File: config.mk
export PLATFORM = sky130hd
export DESIGN_NAME = adcc_top
export DESIGN_NICKNAME = d
export VERILOG_FILES = /design/src/verilog/adcc_pkg.sv /design/src/verilog/adcc_tick_if.sv /design/src/verilog/adcc_clkgen.sv /design/src/verilog/adcc_top.sv
export SDC_FILE = /design/constraint.sdc
export NUM_CORES = 1
export LEC_CHECK = 0
export BUFFER_PORTS_ARGS = -buffer_cell sky130_fd_sc_hd__buf_4
export CAP_MARGIN = 20
export CORE_MARGIN = 8
export CORE_UTILIZATION = 50
export CTS_CLUSTER_DIAMETER = 30
export DETAILED_ROUTE_END_ITERATION = 10
export GPL_TIMING_DRIVEN = 1
export HOLD_SLACK_MARGIN = 0.05
export PLACE_DENSITY = 0.81
export SYNTH_ARGS = -nofsm -noshare
export SYNTH_HDL_FRONTEND = slang
export SYNTH_SLANG_ARGS = --single-unit
File: constraint.sdc
create_clock -name clk_sys -period 2.6 [get_ports clk_sys]
set_clock_uncertainty 0.2 [all_clocks]
set_input_delay 0.78 -clock clk_sys [delete_from_list [all_inputs] [get_ports clk_sys]]
set_output_delay 0.78 -clock clk_sys [all_outputs]
set_load 0.1 [all_outputs]
File: src/verilog/adcc_pkg.sv
// Shared constants and types of the converter control block.
`default_nettype none
package adcc_pkg;
    // Register byte offsets.
    localparam logic [7:0] OFF_CTRL0  = 8'h00;
    localparam logic [7:0] OFF_CTRL1  = 8'h04;
    localparam logic [7:0] OFF_RES_HI = 8'h08;
    localparam logic [7:0] OFF_RES_LO = 8'h0C;
    localparam logic [7:0] OFF_STATUS = 8'h10;
    // Field positions.
    localparam int FMT_BIT  = 7;
    localparam int REF_BIT  = 6;
    localparam int CHAN_LSB = 2;
    localparam int GO_BIT   = 1;
    localparam int EN_BIT   = 0;
    localparam int CS_LSB   = 4;
    localparam int DONE_BIT = 0;
    // Implemented bits; the go bit is not stored, it reflects the state.
    localparam logic [7:0] CTRL0_MASK = 8'hDD;
    localparam logic [7:0] CTRL1_MASK = 8'h70;
    // Reset values.
    localparam logic [7:0] CTRL0_RST = 8'h00;
    localparam logic [7:0] CTRL1_RST = 8'h00;
    localparam logic [7:0] RES_RST   = 8'h00;
    // Conversion timing in conversion-clock periods.
    localparam logic [3:0] CONV_PERIODS  = 4'hB;
    localparam logic [3:0] ABORT_PERIODS = 4'h2;
    // Clock rates and the least internal oscillator period in cycles.
    localparam int CLK_SYS_HZ  = 100000000;
    localparam int FRC_MAX_HZ  = 500000;
    localparam int FRC_MIN_CYC = (CLK_SYS_HZ + FRC_MAX_HZ - 1) / FRC_MAX_HZ;
    // Divider width, enough for a divide by 64.
    localparam int DIV_W = 7;

    typedef enum logic [2:0]
    {
        ST_IDLE = 3'b001,
        ST_CONV = 3'b010,
        ST_HOLD = 3'b100
    } adcc_state_t;

    // Division ratio of the system clock for a clock select code.
    function automatic logic [DIV_W-1:0] adcc_div(input logic [2:0] sel);
        case (sel)
            3'b000:  adcc_div = 7'h02;
            3'b100:  adcc_div = 7'h04;
            3'b001:  adcc_div = 7'h08;
            3'b101:  adcc_div = 7'h10;
            3'b010:  adcc_div = 7'h20;
            3'b110:  adcc_div = 7'h40;
            default: adcc_div = 7'h02;
        endcase
    endfunction

    // One-hot connection of an analog input.
    function automatic logic [7:0] adcc_onehot(input logic [2:0] n);
        adcc_onehot = 8'h01 << n;
    endfunction
endpackage
`default_nettype wire

File: src/verilog/adcc_tick_if.sv
// Conversion clock tick link between control logic and clock generator.
`timescale 1ns/1ps
`default_nettype none
interface adcc_tick_if;
    logic       tick;
    logic       restart;
    logic [2:0] sel;
    modport gen  (input restart, input sel, output tick);
    modport user (output restart, output sel, input tick);
endinterface
`default_nettype wire

File: src/verilog/adcc_clkgen.sv
// Conversion clock tick generator: system clock divider or internal RC.
`timescale 1ns/1ps
`default_nettype none
module adcc_clkgen
(
    // Clock, reset and enable.
    input  wire logic clk_sys,
    input  wire logic rst_n,
    input  wire logic ce,
    // Internal RC oscillator output, asynchronous.
    input  wire logic rc_clk_in,
    // Tick link.
    adcc_tick_if.gen  tk
);
    import adcc_pkg::*;

    typedef struct packed
    {
        logic [2:0]       rc_s;
        logic             rc_lvl;
        logic [7:0]       gap;
        logic [DIV_W-1:0] cnt;
        logic             tick;
    } adcc_gen_st_t;

    localparam logic [7:0] GAP_MIN = 8'(FRC_MIN_CYC);

    adcc_gen_st_t st;
    adcc_gen_st_t n;
    logic         rc_mode;
    logic         rc_rise;

    always_comb
    begin
        n = st;
        rc_mode = (tk.sel[1:0] == 2'b11); // RULE7
        n.rc_s = {st.rc_s[1:0], rc_clk_in};
        rc_rise = (st.rc_s[1] == st.rc_s[2]) && st.rc_s[2] && !st.rc_lvl;
        if (st.rc_s[1] == st.rc_s[2])
        begin
            n.rc_lvl = st.rc_s[2];
        end
        if (st.gap != GAP_MIN)
        begin
            n.gap = st.gap + 8'h01;
        end
        n.tick = 1'b0;
        if (tk.restart)
        begin
            n.cnt = '0;
        end
        else if (rc_mode)
        begin
            // Edges closer than the least period are dropped.
            if (rc_rise && st.gap == GAP_MIN) // RULE8
            begin
                n.tick = 1'b1;
                n.gap  = 8'h01;
            end
        end
        else if (st.cnt >= adcc_div(tk.sel) - 7'h01) // RULE7
        begin
            n.cnt  = '0;
            n.tick = 1'b1;
        end
        else
        begin
            n.cnt = st.cnt + 7'h01;
        end
    end

    always_ff @(posedge clk_sys or negedge rst_n)
    begin
        if (!rst_n)
        begin
            st <= '{rc_s: 3'h0, rc_lvl: 1'b0, gap: GAP_MIN, cnt: '0,
                    tick: 1'b0};
        end
        else if (ce)
        begin
            st <= n;
        end
    end

    assign tk.tick = st.tick;

    int unsigned gap_seen;
    always_ff @(posedge clk_sys or negedge rst_n)
    begin
        if (!rst_n)
        begin
            gap_seen <= 1000;
        end
        else if (ce)
        begin
            // Only internal-clock ticks restart the spacing measurement.
            gap_seen <= (n.tick && rc_mode) ? 1 : gap_seen + 1;
        end
    end
endmodule
`default_nettype wire

File: src/verilog/adcc_top.sv
// Converter control, result registers and APB slave.
// Summary of operation
// RULE1: Format bit set packs results right-justified, cleared packs left.
// RULE2: Reference bit set picks the external reference pin, else supply.
// RULE3: Channel field n connects analog input n to the sampler.
// RULE4: Writing one to the go bit starts a conversion; hardware clears it.
// RULE5: Go bit reads one while converting, zero otherwise.
// RULE6: Enable bit powers the converter; cleared means off, no current.
// RULE7: Clock field picks system clock divided 2 to 64, or RC for x11.
// RULE8: Internal RC conversion clock runs at no more than 500 kHz.
// RULE9: Unimplemented control bits read as zero.
// RULE10: Left-justified: high holds result 9..2, low bits 7..6 hold 1..0.
// RULE11: Right-justified: high bits 1..0 hold result 9..8, rest zero.
// RULE12: Right-justified: low register holds result bits 7..0.
// RULE13: Software configures pin, clock, reference, channel, then waits.
// RULE14: Software waits a full acquisition after a channel change.
// RULE15: Software polls the go bit or waits the interrupt, then reads.
// RULE16: Software clears the completion flag; hardware never does.
// RULE17: A conversion takes eleven conversion-clock periods.
// RULE18: Completion clears go, sets done flag, loads both results.
// RULE19: Abort keeps the old result; restart waits two clock periods.
// RULE20: Completion flag is set at the end of every conversion.
// RULE21: Both result registers load in the same clock cycle.
//
// The APB slave port and the register offsets were chosen for this implementation.
`timescale 1ns/1ps
`default_nettype none
module adcc_top
#(
    parameter int ADDR_W = 8
)
(
    // Clock, reset and enable.
    input  wire logic              clk_sys,
    input  wire logic              rst_n,
    input  wire logic              ce,
    // APB slave.
    input  wire logic [ADDR_W-1:0] paddr,
    input  wire logic              psel,
    input  wire logic              penable,
    input  wire logic              pwrite,
    input  wire logic [31:0]       pwdata,
    output logic      [31:0]       prdata,
    output logic                   pready,
    output logic                   pslverr,
    // Analog front end.
    output logic                   converter_enable,
    output logic                   reference_sel,
    output logic      [7:0]        ain_connect,
    output logic                   sample_track,
    output logic      [9:0]        dac_trial,
    input  wire logic              cmp_in,
    input  wire logic              rc_clk_in,
    // Status.
    output logic                   conv_done_flag,
    output logic      [adcc_pkg::DIV_W-1:0] unused_div
);
    import adcc_pkg::*;

    typedef struct packed
    {
        adcc_state_t state;
        logic [7:0]  ctrl0;
        logic [7:0]  ctrl1;
        logic [7:0]  res_hi;
        logic [7:0]  res_lo;
        logic        done;
        logic [3:0]  per;
        logic [9:0]  dac;
        logic [9:0]  bitm;
        logic [2:0]  cmp_s;
        logic        cmp_q;
        logic [31:0] prdata;
    } adcc_top_st_t;

    localparam logic [9:0] MSB_TRIAL = 10'h200;

    adcc_top_st_t st;
    adcc_top_st_t n;
    adcc_tick_if  tk ();

    logic       acc;
    logic       wr;
    logic       hit;
    logic [7:0] wd;
    logic [7:0] rd;
    logic [9:0] dec;
    logic       fire;
    logic       last;
    logic       sw_start;
    logic       sw_abort;
    logic       sw_off;
    logic       w_ctrl0;

    adcc_clkgen u_clkgen
    (
        .clk_sys   (clk_sys),
        .rst_n     (rst_n),
        .ce        (ce),
        .rc_clk_in (rc_clk_in),
        .tk        (tk)
    );

    assign tk.sel     = st.ctrl1[CS_LSB +: 3];
    assign tk.restart = sw_start || sw_abort;

    always_comb
    begin
        acc = psel && penable && ce;
        wr  = acc && pwrite;
        wd  = pwdata[7:0];
        hit = 1'b1;
        rd  = 8'h00;
        case (paddr[7:0])
            OFF_CTRL0:  rd = st.ctrl0
                             | {6'h00, st.state == ST_CONV, 1'b0}; // RULE5
            OFF_CTRL1:  rd = st.ctrl1;
            OFF_RES_HI: rd = st.res_hi;
            OFF_RES_LO: rd = st.res_lo;
            OFF_STATUS: rd = {7'h00, st.done};
            default:    hit = 1'b0;
        endcase
        if (paddr[ADDR_W-1:0] != ADDR_W'(paddr[7:0]))
        begin
            hit = 1'b0;
            rd  = 8'h00;
        end
        w_ctrl0  = wr && hit && paddr[7:0] == OFF_CTRL0;
        sw_off   = w_ctrl0 && !wd[EN_BIT];
        sw_start = w_ctrl0 && wd[EN_BIT] && wd[GO_BIT]
                   && st.state == ST_IDLE; // RULE4
        fire     = tk.tick && st.state == ST_CONV;
        last     = fire && st.per == CONV_PERIODS - 4'h1 && !sw_off; // RULE17
        sw_abort = w_ctrl0 && wd[EN_BIT] && !wd[GO_BIT]
                   && st.state == ST_CONV && !last; // RULE19
        // Keep the trial bit when the input is at or above the trial level.
        dec = st.cmp_q ? st.dac : (st.dac & ~st.bitm);
    end

    always_comb
    begin
        n = st;
        // A comparator answer needs six system clocks through the
        // synchroniser, so dividers below eight decide on stale answers.
        n.cmp_s = {st.cmp_s[1:0], cmp_in};
        if (st.cmp_s[1] == st.cmp_s[2])
        begin
            n.cmp_q = st.cmp_s[2];
        end
        if (psel && !penable)
        begin
            n.prdata = {24'h000000, rd};
        end
        if (wr && hit)
        begin
            case (paddr[7:0])
                OFF_CTRL0:  n.ctrl0 = wd & CTRL0_MASK; // RULE9
                OFF_CTRL1:  n.ctrl1 = wd & CTRL1_MASK; // RULE9
                OFF_RES_HI: n.res_hi = wd;
                OFF_RES_LO: n.res_lo = wd;
                default:    n.done = st.done && !wd[DONE_BIT]; // RULE16
            endcase
        end
        case (st.state)
            ST_IDLE:
            begin
                if (sw_start)
                begin
                    n.state = ST_CONV;
                    n.per   = 4'h0;
                    n.dac   = MSB_TRIAL;
                    n.bitm  = MSB_TRIAL;
                end
            end
            ST_CONV:
            begin
                if (sw_off)
                begin
                    n.state = ST_IDLE; // RULE6
                end
                else if (sw_abort)
                begin
                    n.state = ST_HOLD; // RULE19
                    n.per   = 4'h0;
                end
                else if (fire)
                begin
                    n.per = st.per + 4'h1;
                    // The first period holds the sample; ten decisions follow.
                    if (st.per != 4'h0)
                    begin
                        n.dac  = dec | (st.bitm >> 1);
                        n.bitm = st.bitm >> 1;
                    end
                    if (last)
                    begin
                        n.state = ST_IDLE; // RULE18
                        n.done  = 1'b1; // RULE20
                        // Both halves load together.
                        if (st.ctrl0[FMT_BIT]) // RULE1 RULE21
                        begin
                            n.res_hi = {6'h00, dec[9:8]}; // RULE11
                            n.res_lo = dec[7:0]; // RULE12
                        end
                        else
                        begin
                            n.res_hi = dec[9:2]; // RULE10
                            n.res_lo = {dec[1:0], 6'h00};
                        end
                    end
                end
            end
            ST_HOLD:
            begin
                if (sw_off)
                begin
                    n.state = ST_IDLE;
                end
                else if (tk.tick)
                begin
                    n.per = st.per + 4'h1;
                    if (st.per == ABORT_PERIODS - 4'h1) // RULE19
                    begin
                        n.state = ST_IDLE;
                    end
                end
            end
            default:
            begin
                n.state = ST_IDLE;
            end
        endcase
    end

    always_ff @(posedge clk_sys or negedge rst_n)
    begin
        if (!rst_n)
        begin
            st <= '{state: ST_IDLE, ctrl0: CTRL0_RST, ctrl1: CTRL1_RST,
                    res_hi: RES_RST, res_lo: RES_RST, done: 1'b0,
                    per: 4'h0, dac: 10'h000, bitm: 10'h000, cmp_s: 3'h0,
                    cmp_q: 1'b0, prdata: 32'h00000000};
        end
        else if (ce)
        begin
            st <= n;
        end
    end

    assign prdata           = st.prdata;
    assign pready           = psel && penable && ce;
    assign pslverr          = psel && penable && ce && !hit;
    assign converter_enable = st.ctrl0[EN_BIT]; // RULE6
    assign reference_sel    = st.ctrl0[REF_BIT]; // RULE2
    assign ain_connect      = st.ctrl0[EN_BIT]
                              ? adcc_onehot(st.ctrl0[CHAN_LSB +: 3])
                              : 8'h00; // RULE3
    assign sample_track     = st.ctrl0[EN_BIT] && st.state != ST_CONV;
    assign dac_trial        = st.dac;
    assign conv_done_flag   = st.done;
    assign unused_div       = adcc_div(st.ctrl1[CS_LSB +: 3]);
endmodule
`default_nettype wire

==> metrics.md, run 1 <==
| Metric | Value |
|---|---|
| First-pass GRT wire length | 22200 um |
| Die W | 116 um |
| Distinct cells, synth | 68 |
| DR pass1 iterations | 5 |
| Req. time, crit path | 2.64 ns |
| Async SR Flop Fraction | 1.00 |
| Main synth FF type | dfrtp_1 |
| Die Ht | 116 um |
| Switch share | 0.353 |
| CP Max Fanout | 10 |
| Gpl congestion | 0.988 |
| Die area | 0.0135 sq mm |
| Largest net degree at the start of global routing | 51 |
| WL/cell | 18.4 um |
| Overall Power | 3770 uW |
| Num CTS Buffers | 9 |
| Comb power frac | 0.293 |
| Relative slew slack | 0.569 |
| Failing checks | setup timing |
| Pins Over Slew Limit | 0 |
| Layout area overhead | 34.5% |
| Synthesized area per cell | 9.36 sq um |
| Sinks on Clock Net | 85 |
| Post-synth EDFFs | 0 |
| DRC viols | 0 |
| 1st-iter DRT viols | 339 |
| Final setup viols | 57 |
| Worst Path Arrival | 3.02 ns |
| Peak Freq | 337 MHz |
| Row Count | 36 |
| Hold Fails Final Rpt | 0 |
| WL final | 14600 um |
| Synthesized area | 0.00503 sq mm |
| Clk pin slew, worst setup/hold paths | 0.09 ns |
| Final core occ | 0.692 |
| Cells after Synth | 537 |
| Crit end category | flip-flop |
| Post-DP HPWL | 9720 um |
| HP Class | input port to asynchronous set/reset pin |
| Via Count | 4600 |
| Layout Cell Area excl Fill | 0.00677 sq mm |
| Number of max-cap violations | 0 |
| Vias per cell | 5.82 |
| Post-route ant nets | 0 |
| CTS Root Cell | clkbuf_8 |
| Synth area leader | dfrtp_1 |
| Setup repair after global routing missed its margin | true |
| Starting Density | 0.514 |
| Status | complete, but fails checks |
| Final Worst Setup Slack | -0.371 ns |
| Core Region | 0.00977 sq mm |
| Place WS | -0.565 ns |
| Total grt overflow | 0 |
| IO buf count | 61 |
| Setup CP Type | input port to flip-flop |
| CP Launch Type | input port |
| CTS Hold Bufs | 0 |
| Total track usage | 0.207 |
| Register area share after synthesis | 0.424 |
| Peak VDD IR | 0.365 mV |
| Synth top area share | 0.403 |
| N_diodes | 0 |
| TritonCTS clock tree | built |
| Area post-placement | 0.00600 sq mm |
| Top-count cell post-synth | dfrtp_1 |
| Layout cells sized above 1 | 0.393 |
| Clock power share | 0.279 |
| Nets | 715 |
| Setup tns final | -10.27 ns |
| Net Sw Power | 1330 uW |
| H-Tree Depth | 3 |
| Syn. warnings | 0 |
| Max clock buf depth | 2 |
| Top cells by count, synth | dfrtp_1, nand2_1, buf_4 |
| Leading post-synthesis cells by cell area | dfrtp_1, buf_4, nand2_1 |
| Flop pwr share | 0.428 |
| Worst Max-Slew Pin Slew | 0.642 ns |
| Fin crit share | 1.14 |
| Worst-Skew Late Latency | 0.36 ns |
| Seq cells post-synth | 85 |
| P_leak | 0.00308 uW |
| Num ports | 111 |
| FF-to-FF path depth | 8 |
| Power Dens Cells | 558 mW/mm^2 |
| Crit path time final | 2.97 ns |
| P_int | 2440 uW |
| Vias in the first global route | 4460 |
| Initial antenna violation count | 0 |
-- critical path: stages --
cell and delay (ns):
buf_4 0.11, or4_4 0.54, buf_6 0.14, or4_4 0.51
buf_6 0.18, o21ai_1 0.20, a21oi_1 0.09, or2_1 0.29
a21o_1 0.17
-- cell families after synthesis --
kind of cell / after synthesis / synth area share
buffers and inverters: 82 / 0.0965
other: 2 / 0.00149
flip-flops: 85 / 0.424
AO/OA/AOI/OAI: 147 / 0.204
AND/OR/NAND/NOR: 185 / 0.188
adder cells (fa/ha/maj): 14 / 0.0348
XOR/XNOR: 4 / 0.00697
multiplexers: 18 / 0.0438
-- layout by cell type (no fill, tap or decap), types with 4 or more instances in the layout --
cell,synthesis,layout
nor2_4,1,5
a21oi_1,30,24
buf_4,44,114
conb_1,2,26
o22ai_2,0,4
clkbuf_8,0,9
a32o_1,5,5
buf_12,0,6
or3_1,5,5
nand2b_1,9,5
nor4_4,1,4
nand4_1,6,6
a22o_1,27,27
o21ai_1,9,8
mux2_2,12,12
buf_6,1,22
a31oi_1,8,8
dfrtp_1,81,78
nor2_1,24,13
nand3_1,16,16
nor2b_4,0,5
inv_1,19,19
nand2_2,0,5
dfstp_2,4,4
a21oi_2,0,5
nor3_4,0,5
a21o_1,13,13
o21ai_2,0,6
mux2i_1,4,4
nand2_1,71,65
ha_1,14,13
and3_1,8,5
nor2_2,0,7
o21ai_0,26,19
-- metal layers --
metal / track usage / share of wire / vias to the layer above
met2: 0.339 / 0.49 / 217
met1: 0.265 / 0.40 / 2248
met3: 0.0465 / 0.084 / 41
met4: 0.0709 / 0.026 / 0
li1: - / - / 2094
met5: 0 / 0 / -
-- power by group through the flow --
| stage | combinational (uW) | clock [uW] | sequential, uW |
|---|---|---|---|
| floorplan | 731 | 0 | 1590 |
| global placement | 899 | 0 | 1620 |
| detailed placement | 951 | 0 | 1630 |
| CTS | 1030 | 1060 | 1600 |
| global route | 1200 | 1120 | 1630 |
| finish | 1110 | 1050 | 1610 |
-- sequential cells by signal (all words and copies together) (netlist names) --
| register | count |
|---|---|
| u_clkgen.tk.tick | 1 |
| converter_enable | 1 |
| prdata | 8 |
| dac_trial | 10 |
| reference_sel | 1 |
| st | 42 |
| u_clkgen.n | 2 |
| n | 2 |
| u_clkgen.st | 17 |
| conv_done_flag | 1 |
-- through the flow --
step,hold slack (ns),instances
6_report,0.174,790
5_1_grt,0.204,790
4_1_cts,0.181,779
3_5_place_dp,0.273,751
3_3_place_gp,0.266,751
2_1_floorplan,0.243,561
-- final cells by class --
type,count,area (sq um)
tap,133,166
timing repair buffer,143,1240
multi-input combinational,394,2930
inverter,20,75.1
clock buffer,9,124
fill,689,3010
clock inverter,6,93.8
sequential,85,2140
-- repair_timing --
| item | CTS | global route |
|---|---|---|
| gates resized for setup | 38 | 45 |
| setup endpoints to repair | 47 | 61 |
| setup buffers | 13 | 11 |
| pin swaps | 17 | 18 |
| endpoints found under the hold margin | 0 | 0 |
-- final timing paths --
kind                                 from               to  slack, ns
worst max-delay path             paddr[0]           st[95]      -0.37
worst min-delay path                rst_n  u_clkgen.st[10]       0.17
worst max register to register     st[56]           st[59]      -0.21
worst min register to register  prdata[2]        prdata[2]       0.29
max in group asynchronous           rst_n           st[83]       1.39
min in group clk_sys            prdata[2]        prdata[2]       0.29
No activity file was read; power rests on OpenSTA's default activity.
==> run 2: changes to the inputs <==
- MAX_ROUTING_LAYER: unset -> met4
==> metrics.md, run 2 (synthesized netlist as in run 1, its figures left out) <==
| Metric | Value |
|---|---|
| Number of max-cap violations | 0 (unchanged) |
| Row Count | 36 (unchanged) |
| Worst Max-Slew Pin Slew | 0.532 ns (-0.110 ns) |
| Area post-placement | 0.00602 sq mm (+0.38%) |
| Vias in the first global route | 4666 (+4.6%) |
| 1st-iter DRT viols | 255 (-25%) |
| Clk pin slew, worst setup/hold paths | 0.08 ns (about the same) |
| Layout area overhead | 39.2% |
| Setup CP Type | input port to primary output |
| Commonest cells after routing, fill and taps aside | buf_4, dfrtp_1, nand2_1 |
| Setup repair after global routing missed its margin | true |
| Flop pwr share | 0.422 (-0.006) |
| Final core occ | 0.716 (+0.0239) |
| Die W | 116 um (unchanged) |
| Crit end category | primary output |
| Total grt overflow | 0 (unchanged) |
| Setup tns final | -6.57 ns (+3.70 ns) |
| IO buf count | 61 (unchanged) |
| P_int | 2470 uW (+1.3%) |
| Starting Density | 0.514 (unchanged) |
| Area of the multi-input gates | 0.00304 sq mm (+3.9%) |
| WL final | 14700 um (+1.2%) |
| CP Launch Type | input port |
| Switch share | 0.357 (+0.00393) |
| Comb power frac | 0.319 (+0.026) |
| Num CTS Buffers | 9 (unchanged) |
| P_leak | 0.00317 uW (+2.8%) |
| Clock power share | 0.259 (-0.020) |
| Most flops, register | st |
| N_diodes | 0 (unchanged) |
| H-Tree Depth | 3 (unchanged) |
| Largest net degree at the start of global routing | 51 (unchanged) |
| Layout cells sized above 1 | 0.421 (+0.0281) |
| CP peak stage delay | 0.55 ns (about the same) |
| Fin cells | 796 (+0.76%) |
| Net Sw Power | 1370 uW (+3.0%) |
| Final Worst Setup Slack | -0.287 ns (+0.0843 ns) |
| Fin crit share | 1.11 (-0.0324) |
| Total track usage | 0.220 (+0.0121) |
| CTS Hold Bufs | 0 (unchanged) |
| Crit-path cells | buf_6, or4_4, buf_6, nor2_4, a21boi_4, buf_12 |
| Reg area | 0.00214 sq mm (about the same) |
| Fill cells | 673 (-2.3%) |
| Via Count | 4549 (-1.1%) |
| Core Region | 0.00977 sq mm (unchanged) |
| DRC viols | 0 (unchanged) |
| Hold Fails Final Rpt | 0 (unchanged) |
| Vias per cell | 5.71 (-1.9%) |
| Sinks on Clock Net | 85 (unchanged) |
| Slowest cell on the critical path | or4_4 |
| Num ports | 111 (unchanged) |
| HP Class | input port to asynchronous set/reset pin |
| Failing checks | setup timing |
| Die Ht | 116 um (unchanged) |
| Commonest non-fill, non-tap cell in the layout | buf_4 |
| Pins Over Slew Limit | 0 (unchanged) |
| Worst-Skew Late Latency | 0.37 ns (about the same) |
| First-pass GRT wire length | 22900 um (+3.3%) |
| Peak VDD IR | 0.380 mV (+4.0%) |
| CTS Root Cell | clkbuf_8 |
| Post-route ant nets | 0 (unchanged) |
| Crit path time final | 2.89 ns (-0.0843 ns) |
| Max reg flops | 42 (unchanged) |
| Worst Path Arrival | 1.91 ns (-1.11 ns) |
| WL/cell | 18.5 um (+0.45%) |
| Final setup viols | 49 (-14%) |
| TritonCTS clock tree | built |
| Peak Freq | 346 MHz (+2.9%) |
| Post-DP HPWL | 9920 um (+2.1%) |
| Max clock buf depth | 2 (unchanged) |
| Power Dens Cells | 549 mW/mm^2 (-1.5%) |
| Die area | 0.0135 sq mm (unchanged) |
| Status | complete, but fails checks |
| Placed insts | 754 (+0.40%) |
| Critical path's most frequent cell | buf_6 |
| Req. time, crit path | 1.62 ns (-1.02 ns) |
| CP Max Fanout | 3 (-7) |
| Relative slew slack | 0.642 (+0.0736) |
| Layout Cell Area excl Fill | 0.00700 sq mm (+3.5%) |
| Initial antenna violation count | 0 (unchanged) |
| Nets | 720 (+0.70%) |
| Gpl congestion | 0.913 (-7.6%) |
| DR pass1 iterations | 5 (unchanged) |
==> run 2: cell count changes in the layout (fill, tap and decap cells not counted), sizes merged <==
cell / before / now
buf: 143 / 147
clkbuf: 9 / 13
clkinv: 1 / 4
inv: 22 / 19
bufinv: 2 / 1
clkinvlp: 1 / 0
==> run 2: cell type report <==
type / count / share of cell area
clock inverter: 4 / 0.00804
clock buffer: 12 / 0.0222
timing repair buffer: 148 / 0.195
sequential: 85 / 0.306
multi-input combinational: 394 / 0.435
inverter: 20 / 0.0107
tap: 133 / 0.0238
==> run 2: layer usage <==
| metal | GRT usage | vias up | share of wire |
|---|---|---|---|
| li1 | - | 2109 | - |
| met1 | 0.266 | 2247 | 0.42 |
| met2 | 0.362 | 171 | 0.50 |
| met3 | 0.0414 | 22 | 0.063 |
| met4 | 0.0735 | 0 | 0.016 |
| met5 | - | - | 0 |
==> run 2: timing repair <==
item / in CTS / in global routing
resized for setup: 48 / 67
cloned: 3 / 0
buffers inserted: 16 / 10
pin swaps: 18 / 33
endpoints found under the setup margin: 47 / 53
==> run 2: per-stage QoR <==
step / worst slack [ns] / hold slack (ns) / total power [uW]
detailed placement: -0.559 / 0.277 / 2570
finish: -0.287 / 0.128 / 3840
CTS: -0.294 / 0.144 / 3700
global placement: -0.519 / 0.267 / 2530
floorplan: -0.640 / 0.243 / 2320
global route: -0.303 / 0.144 / 4010
==> run 2: power by group through the flow <==
stage | clock (uW) | combinational (uW) | sequential [uW]
2_1_floorplan | 0 | 731 | 1590
3_3_place_gp | 0 | 906 | 1620
3_5_place_dp | 0 | 945 | 1630
4_1_cts | 992 | 1110 | 1610
5_1_grt | 1050 | 1320 | 1640
6_report | 995 | 1220 | 1620
==> run 2: critical path: cells and delay by family <==
family | cells | cell delay, ns
and+or+nand+nor | 2 | 0.65
AOI/OAI and AO/OA | 1 | 0.07
buffers and inverters | 3 | 0.39
==> run 2: worst paths after layout <==
path | startpoint | end | slack [ns] | cells after the start
setup / recovery | paddr[6] | pslverr | -0.29 | 6
hold / removal | rst_n | u_clkgen.st[10] | 0.13 | 1
hold reg to reg | prdata[5] | prdata[5] | 0.29 | 2
min in group clk_sys | prdata[5] | prdata[5] | 0.29 | 2
max in group asynchronous | rst_n | dac_trial[7] | 1.38 | 2
setup reg to reg | st[81] | u_clkgen.st[7] | 0.03 | 10
